===== config.mk =====
export PLATFORM = sky130hd
export DESIGN_NAME = sosw_status
export DESIGN_NICKNAME = d
export VERILOG_FILES = /design/src/hdl/sosw_pkg.sv /design/src/hdl/sosw_status.sv /design/src/hdl/sosw_sync.sv
export SDC_FILE = /design/constraint.sdc
export NUM_CORES = 1
export LEC_CHECK = 0
export ABC_AREA = 1
export BUFFER_PORTS_ARGS = -buffer_cell sky130_fd_sc_hd__clkbuf_2
export CAP_MARGIN = 0
export CELL_PAD_IN_SITES_DETAIL_PLACEMENT = 0
export CELL_PAD_IN_SITES_GLOBAL_PLACEMENT = 1
export CORE_MARGIN = 1.5
export CORE_UTILIZATION = 35
export DETAILED_ROUTE_END_ITERATION = 16
export GPL_TIMING_DRIVEN = 1
export PLACE_DENSITY_LB_ADDON = 0.1
export SYNTH_ARGS = -nofsm -noshare
export SYNTH_HDL_FRONTEND = slang
export SYNTH_HIERARCHICAL = 1
export SYNTH_SLANG_ARGS = --single-unit

===== constraint.sdc =====
create_clock -name mclk -period 1.05 [get_ports mclk]
set_input_delay 0.1575 -clock mclk [delete_from_list [all_inputs] [get_ports mclk]]
set_output_delay 0.1575 -clock mclk [all_outputs]
set_load 0.02 [all_outputs]

===== src/hdl/sosw_pkg.sv =====
// Purpose: constants for the safety option status word block
// Assumes: one clock, status word read as a plain 32-bit port
// Notes:   bit positions, field widths, selection codes and reset values only
package sosw_pkg;

   // status word layout
   localparam int SOSW_W            = 32;
   localparam int BIT_NORMAL        = 0;
   localparam int BIT_POWER_UP_SELF_TEST          = 1;
   localparam int BIT_FUNC_LO       = 2;
   localparam int BIT_FUNC_HI       = 6;
   localparam int BIT_RSVD_LO       = 7;
   localparam int BIT_RSVD_HI       = 10;
   localparam int BIT_INT_FAIL      = 11;
   localparam int BIT_RESET_REQ     = 12;
   localparam int BIT_PEND_FS       = 13;
   localparam int BIT_EXT_FAIL      = 14;
   localparam int BIT_FUNC_PEND     = 15;
   localparam int BIT_EVT_LO        = 16;
   localparam int BIT_EVT_HI        = 19;
   localparam int BIT_SPD_SUSP      = 20;
   localparam int BIT_WARN_LO       = 21;
   localparam int BIT_WARN_HI       = 23;
   localparam int BIT_CODE_LO       = 24;
   localparam int BIT_CODE_HI       = 31;

   localparam int FUNC_N            = 5;
   localparam int EVT_N             = 4;
   localparam int WARN_N            = 3;
   localparam int CODE_W            = 8;
   localparam int SEL_W             = 8;

   // reset source selection
   localparam logic SRC_DRIVE_RESET = 1'b0;
   localparam logic SRC_SAFE_RESET  = 1'b1;

   // configurable status word selections
   localparam logic [SEL_W-1:0] SEL_FUNC_ACTIVE = 8'h5a;
   localparam logic [SEL_W-1:0] SEL_RESET_REQ   = 8'h5b;

   // values after reset, and the synchroniser width
   localparam logic              RST_PEND_FS   = 1'b1;
   localparam logic [SOSW_W-1:0] RST_STATUS    = 32'h0000_3000;
   localparam int                SYNC_W        = SEL_W + 3;

endpackage


===== src/hdl/sosw_status.sv =====
// Purpose: safety option status word and reset source selection
// Assumes: safety function states come from logic on mclk
// Notes:   host control and selection inputs are synchronised
//
// Overview of operation
// Source 0: reset accepted only from the control word profile reset.
// Source 0: an accepted reset also clears the drive alarms.
// Source 1: host assigns safe reset to a configurable control bit.
// Source 1: reset leaves drive alarms alone; the bit overrides profile.
// Status selection 91 shows reset required, 90 shows safe function active.
// Status word read-only, flags only currently active safe functions.
// Bit 0 high in normal operation, low on active, pending or warning.
// Bit 1 set during power-up self-test.
// Bits 2..6: torque cut-off, stop a, stop b, speed a, speed b.
// Bits 7..10 reserved, carry no meaning.
// Bit 11 high while internal failure active.
// Bit 12 high while a safety option reset is required.
// Bit 13 pending fail-safe, entered at every power-up.
// Bit 14 high while external failure active.
// Bit 15 high while a safe function request is pending.
// Bits 16..19: reset done, custom confirmed, aborted, requested.
// Bit 20 speed monitoring suspended, cause in the error code.
// Bits 21..23: self-test warning, input 1 and input 2 offline warnings.
// Bits 24..31 hold the 8-bit error code.
// Status word refreshed every clock as one coherent snapshot.
`timescale 1ns/1ps
module sosw_status
   import sosw_pkg::*;
(
   // clock and reset
   input  wire logic              mclk,
   input  wire logic              rst_n,
   // safety function state
   input  wire logic              power_up_self_test,
   input  wire logic              torque_cutoff,
   input  wire logic              controlled_stop_a,
   input  wire logic              controlled_stop_b,
   input  wire logic              limited_speed_a,
   input  wire logic              limited_speed_b,
   input  wire logic              int_fail_i,
   input  wire logic              ext_fail_i,
   input  wire logic              reset_need_i,
   input  wire logic              failsafe_enter_i,
   input  wire logic              func_pending_i,
   // user and monitoring events
   input  wire logic              general_reset_done_i,
   input  wire logic              custom_confirmed_i,
   input  wire logic              custom_aborted_i,
   input  wire logic              custom_requested_i,
   input  wire logic              speed_mon_suspended_i,
   input  wire logic              self_test_warning_i,
   input  wire logic              input1_offline_test_warning,
   input  wire logic              input2_offline_test_warning,
   input  wire logic [CODE_W-1:0] error_code_i,
   // host side, asynchronous
   input  wire logic              reset_source_i,
   input  wire logic              profile_reset_i,
   input  wire logic              ctw_reset_bit_i,
   input  wire logic [SEL_W-1:0]  stw_select_i,
   // results
   output logic [SOSW_W-1:0]      status_o,
   output logic                   stw_bit_o,
   output logic                   opt_reset_o,
   output logic                   alarm_clear_o
);

   // synchronised host levels
   logic [SYNC_W-1:0] host_s;
   wire               src_s;
   wire               prof_s;
   wire               ctw_s;
   wire [SEL_W-1:0]   sel_s;

   sosw_sync #(
      .W       (SYNC_W)
   ) u_sync (
      .mclk    (mclk),
      .rst_n   (rst_n),
      .async_i ({reset_source_i, profile_reset_i, ctw_reset_bit_i, stw_select_i}),
      .sync_o  (host_s)
   );

   assign src_s  = host_s[SEL_W+2];
   assign prof_s = host_s[SEL_W+1];
   assign ctw_s  = host_s[SEL_W];
   assign sel_s  = host_s[SEL_W-1:0];

   // edge detection on synchronised requests
   logic prof_q;
   logic ctw_q;
   wire  prof_edge;
   wire  ctw_edge;
   wire  accept_d;
   wire  alarm_d;

   assign prof_edge = prof_s & ~prof_q;
   assign ctw_edge  = ctw_s & ~ctw_q;
   // source selects the only legal request path
   assign accept_d  = (src_s == SRC_DRIVE_RESET) ? prof_edge : ctw_edge;
   assign alarm_d   = accept_d & (src_s == SRC_DRIVE_RESET);

   // pending fail-safe, set at power-up, set wins over clear
   logic pend_fs_q;
   wire  pend_fs_d;

   assign pend_fs_d = failsafe_enter_i | (pend_fs_q & ~accept_d);

   // status word assembly
   wire [FUNC_N-1:0] func_act;
   wire [EVT_N-1:0]  evt;
   wire [WARN_N-1:0] warn;
   wire              reset_req;
   wire              any_fn_active;
   wire              normal;
   wire [SOSW_W-1:0] status_d;
   wire              stw_d;

   assign func_act      = {limited_speed_b, limited_speed_a, controlled_stop_b,
                           controlled_stop_a, torque_cutoff};
   assign evt           = {custom_requested_i, custom_aborted_i, custom_confirmed_i,
                           general_reset_done_i};
   assign warn          = {input2_offline_test_warning, input1_offline_test_warning,
                           self_test_warning_i};
   assign reset_req     = reset_need_i | pend_fs_q;
   assign any_fn_active = |func_act;
   assign normal        = ~(any_fn_active | power_up_self_test | pend_fs_q | func_pending_i
                            | int_fail_i | ext_fail_i | (|warn));

   assign status_d[BIT_NORMAL]                = normal;
   assign status_d[BIT_POWER_UP_SELF_TEST]                  = power_up_self_test;
   assign status_d[BIT_FUNC_HI:BIT_FUNC_LO]   = func_act;
   assign status_d[BIT_RSVD_HI:BIT_RSVD_LO]   = 4'h0;
   assign status_d[BIT_INT_FAIL]              = int_fail_i;
   assign status_d[BIT_RESET_REQ]             = reset_req;
   assign status_d[BIT_PEND_FS]               = pend_fs_q;
   assign status_d[BIT_EXT_FAIL]              = ext_fail_i;
   assign status_d[BIT_FUNC_PEND]             = func_pending_i;
   assign status_d[BIT_EVT_HI:BIT_EVT_LO]     = evt;
   assign status_d[BIT_SPD_SUSP]              = speed_mon_suspended_i;
   assign status_d[BIT_WARN_HI:BIT_WARN_LO]   = warn;
   assign status_d[BIT_CODE_HI:BIT_CODE_LO]   = error_code_i;

   // configurable drive status word bit
   assign stw_d = (sel_s == SEL_RESET_REQ)   ? reset_req :
                  (sel_s == SEL_FUNC_ACTIVE) ? any_fn_active : 1'b0;

   // registers, refreshed every clock
   always_ff @(posedge mclk or negedge rst_n) begin
      if (!rst_n) begin
         prof_q        <= 1'b0;
         ctw_q         <= 1'b0;
         pend_fs_q     <= RST_PEND_FS;
         status_o      <= RST_STATUS;
         stw_bit_o     <= 1'b0;
         opt_reset_o   <= 1'b0;
         alarm_clear_o <= 1'b0;
      end else begin
         prof_q        <= prof_s;
         ctw_q         <= ctw_s;
         pend_fs_q     <= pend_fs_d;
         status_o      <= status_d;
         stw_bit_o     <= stw_d;
         opt_reset_o   <= accept_d;
         alarm_clear_o <= alarm_d;
      end
   end
endmodule // sosw_status


===== src/hdl/sosw_sync.sv =====
// Purpose: two-stage synchroniser for host-side levels
// Assumes: inputs are levels that hold for several clocks
// Notes:   first stage is read only by the second
`timescale 1ns/1ps
module sosw_sync #(
   parameter int W = 1
) (
   // clock and reset
   input  wire logic         mclk,
   input  wire logic         rst_n,
   // levels
   input  wire logic [W-1:0] async_i,
   output logic      [W-1:0] sync_o
);

   logic [W-1:0] meta_q;

   always_ff @(posedge mclk or negedge rst_n) begin
      if (!rst_n) begin
         meta_q <= '0;
         sync_o <= '0;
      end else begin
         meta_q <= async_i;
         sync_o <= meta_q;
      end
   end

endmodule // sosw_sync


---- After elaboration in Yosys (flattened, before gate mapping) ----
Cells that the tools add are included.
operators by class
  eq/ne operators ......................... 2
  multiplexer cells ....................... 3
  bitwise gates (word level) .............. 17
  reduce and logical (&&, ||, !) cells .... 2
operators by type and width
  cell                  count
  $eq A8 B7 Y1 const B  2
  $or A1 B1 Y1          8
  $not A1 Y1            5
  $reduce_or A5 Y1      1
  $and A1 B1 Y1         4
  $mux W1               3
  $reduce_or A3 Y1      1
storage, ports and cells
  register bits after elaboration ......... 56
  input bits .............................. 40
  output and inout port bits .............. 35

---- Depth between registers and ports, before layout ----
  word-level depth ........................ 8
  mapped depth ............................ 5
  depth with buffers taken out ............ 5

---- Hierarchy ----
The synthesis kept the hierarchy.
modules (own cells, without submodules)
  module       instances  cells an instance  area each (µm²)  seq. area each (µm²)
  sosw_status  1          75                 1047.3           854.6
  sosw_sync    1          22                 550.5            550.5

---- Least setup slack after synthesis ----
Ideal clock, no wire load.
  path type ............................... flip-flop to flip-flop
  from .................................... register pend_fs_q
  to ...................................... register stw_bit_o
  library setup time ...................... 0.117 ns
  arrival time ............................ 0.703 ns
  required time ........................... 0.933 ns
  path slack .............................. 0.229 ns
  stages on the path, launching flop included .. 4
  clock period less this slack ............ 0.821 ns
  path through ............................ dfstp_2 > or2_4 > nand3_2 > nand2_1
on the way
  word-level cells in the longest chain between the ends .. 2
RTL lines
  what                      line                text
  start: declaration        sosw_status.sv:103  logic pend_fs_q;
  start signal: assignment  sosw_status.sv:160  pend_fs_q <= pend_fs_d;
  $or A1 B1 Y1              sosw_status.sv:124  assign reset_req = reset_need_i | pend_fs_q;
  named net reset_req       sosw_status.sv:112  wire reset_req;
  $mux W1                   sosw_status.sv:144  assign stw_d = (sel_s == SEL_RESET_REQ) ? reset_req :
  named net stw_d           sosw_status.sv:116  wire stw_d;
  end signal: assignment    sosw_status.sv:162  stw_bit_o <= stw_d;
  end: declaration          sosw_status.sv:62   output logic stw_bit_o,
The timed path passes the listed nets, and every way through them passes these cells.

---- Worst setup path in the final report ----
  from .................................... register status_o[12]
  to ...................................... output status_o[12]
RTL lines
  what                      line                text
  start: declaration        sosw_status.sv:61   output logic [SOSW_W-1:0] status_o,
  start signal: assignment  sosw_status.sv:161  status_o <= status_d;
No word-level cell between the ends.

==> results.tsv <==
metric	value	unit
n_antenna_cell	0	
cts_buffer_depth	2	
grt_pass1_wl	4680	um
finalCritPeriodShare	1.05	
drtAntennaViolNets	0	
portBuffers	70	
critPathKind	reg -> out	
ys.flop_type	dfrtp_1	
numCtsBuffers	5	
seq_area	1410	um2
drt_first_pass_iters	4	
p_seq_frac	0.569	
p_sw_frac	0.212	
grt_pass1_vias	1154	
netlist_area	1600	um2
wl_per_cell	10.4	um
clock.fmax	908	MHz
grt_usage	0.124	
cp_num_buf_inv	1	
critical_path_required	0.89	ns
rsz0062_at_grt	true	
violations	negative setup slack	
worst-path-stages	1	
dieArea	4980	um2
hold_path.class	in -> reg	
clkTransAtPathRegs	0.08	ns
worstPathCellList	buf_8	
fin_util	0.574	
fin_ws	-0.0513	ns
power_density	1610	nW/um2
start_util	0.364	
multi_input_area	143	um2
p_sw	0.000855	W
synth_cells	97	
run_status	finished, violations left	
ys_ff_latch	56	
postSynthAreaPerCell	16.5	um2
dp_hpwl	1800	um
initialDrtViolationCount	15	
p_clk_frac	0.326	
postCtsSetupRepairBufs	0	
yosysMostFrequentCell	dfrtp_1	
fp-row-count	24	
reg2reg_slack	0.18	ns
ios	75	
synthToLayoutAreaGrowth	57.4	%
cp.arrival	0.94	ns
die_w	70.6	um
start_kind	register	
antenna_found_initial	0	
path_max_fanout	1	
period_minus_slack	1.10	ns
nets	251	
root_buffer	clkbuf_8	
grt_max_degree	57	
hold_depth	3	
dieHeight	70.6	um
crit_path_max_incr_delay	0.55	ns
grt_overflow	0	
async_flop_share	1.00	
drive_gt1_frac	0.401	
synth_largest_area_cell	dfrtp_1	
cts_tree	done	
fillers	368	
htreeDepth	2	
drv_cap	0	
clock_skew	0.00162	ns
synthTopCellsByArea	dfrtp_1 83%, dfstp_2 4.9%, nor2_1 2.3%, inv_1 2.1%, nand2_1 2.1%	
end_kind	output pin	
routed_wl	2750	um
synth_common_cells	53 x dfrtp_1, 10 x nor2_1, 9 x inv_1, 9 x nand2_1, 4 x buf_4	
drc	0	
p_leak	1.29	nW
max-vdd-ir-drop	1050	uV
gp_routability_congestion	0.670	
crit_family	flip-flops	
slew_violations	0	
seq_area_frac_synth	0.879	
post-place-ws	0.189	ns
via_per_inst	4.11	
cts_num_sinks	56	
p_int	0.00318	W
synth-edff-count	0	
p_comb_frac	0.104	
synth_warnings	6	
clkLatencyLatePin	0.29	ns
detailroute.via_count	1086	
final_hold_viol_count	0	
worst_hold_slack	0.0284	ns
setup_viol	2	
synthDistinctLibCells	13	
ff2ff_path_depth	3	
design.core.area	4380	um2
crit_slowest_cell	dfstp_2	
synth_top_area_frac	0.830	
layout make-up:
cell class                 count  area share
sequential                    56       0.559
timing repair buffer         108       0.302
multi-input combinational     31      0.0567
clock buffer                   6      0.0289
tap                           52      0.0259
clock inverter                 2      0.0139
inverter                       9      0.0134
through the flow:
step	power (W)	instances	TNS, ns	area (um2)
6_report	0.00404	264	-0.0960	2510
5_1_grt	0.00425	264	-0.172	2510
4_1_cts	0.00411	264	-0.158	2510
3_5_place_dp	0.00265	219	0	2010
3_3_place_gp	0.00264	219	0	2010
2_1_floorplan	0.00247	100	0	1610
sequential cells by signal, indices dropped and copies added (netlist names):
name and count:
alarm_clear_o 1, status_o 28, stw_bit_o 1, prof_q 1, u_sync/meta_q 11, opt_reset_o 1
pend_fs_q 1, ctw_q 1, u_sync/sync_o 11
what timing repair did:
item | CTS | global route
setup endpoints to repair | 2 | 3
hold endpoints to repair | 89 | 0
pin swaps | 0 | 1
resized for setup | 4 | 3
hold buffers | 37 | 0
placed cells by master, fill, tap and decap left out, drive strengths merged:
cell | synthesis | routed
buf | 4 | 3
bufinv | 0 | 1
clkbuf | 0 | 74
clkinv | 0 | 1
conb | 1 | 4
dfrtp | 53 | 53
dfstp | 3 | 3
dlygate4sd3 | 0 | 37
inv | 9 | 9
nand2 | 9 | 9
nand3 | 4 | 4
nand3b | 1 | 1
nand4 | 1 | 1
nor2 | 11 | 11
or2 | 1 | 1
power groups by stage:
stage               clock (W)  combinational [W]  sequential, W
floorplan                   0          0.0000533        0.00242
detailed placement          0           0.000309        0.00234
CTS                   0.00138           0.000424        0.00230
finish                0.00132           0.000421        0.00230
global route          0.00147           0.000461        0.00231
global placement            0           0.000304        0.00234
worst reg2reg max path, stage by stage (launching register included):
cell	delay, ns
dfstp_2	0.56
or2_4	0.13
nand3_2	0.06
nand2_1	0.07
cell families after synthesis:
group / after synthesis / share of synthesized area
other: 1 / 0.00235
buffers and inverters: 13 / 0.0399
DFF: 56 / 0.879
and+or+nand+nor: 27 / 0.0783
metal layers:
layer / global-route usage / share of wire / vias up
met4: 0.0503 / 0.017 / 0
li1: - / - / 514
met2: 0.224 / 0.51 / 61
met1: 0.126 / 0.38 / 506
met5: 0 / 0 / -
met3: 0.0541 / 0.098 / 5
worst paths after layout:
path	start	end
worst max-delay path	status_o[12]	status_o[12]
worst min-delay path	failsafe_enter_i	pend_fs_q
worst max register to register	pend_fs_q	stw_bit_o
worst min register to register	u_sync/meta_q[3]	u_sync/sync_o[3]
max in group asynchronous	rst_n	status_o[12]
min in group asynchronous	rst_n	alarm_clear_o
Power figures use the tool's default switching activity.
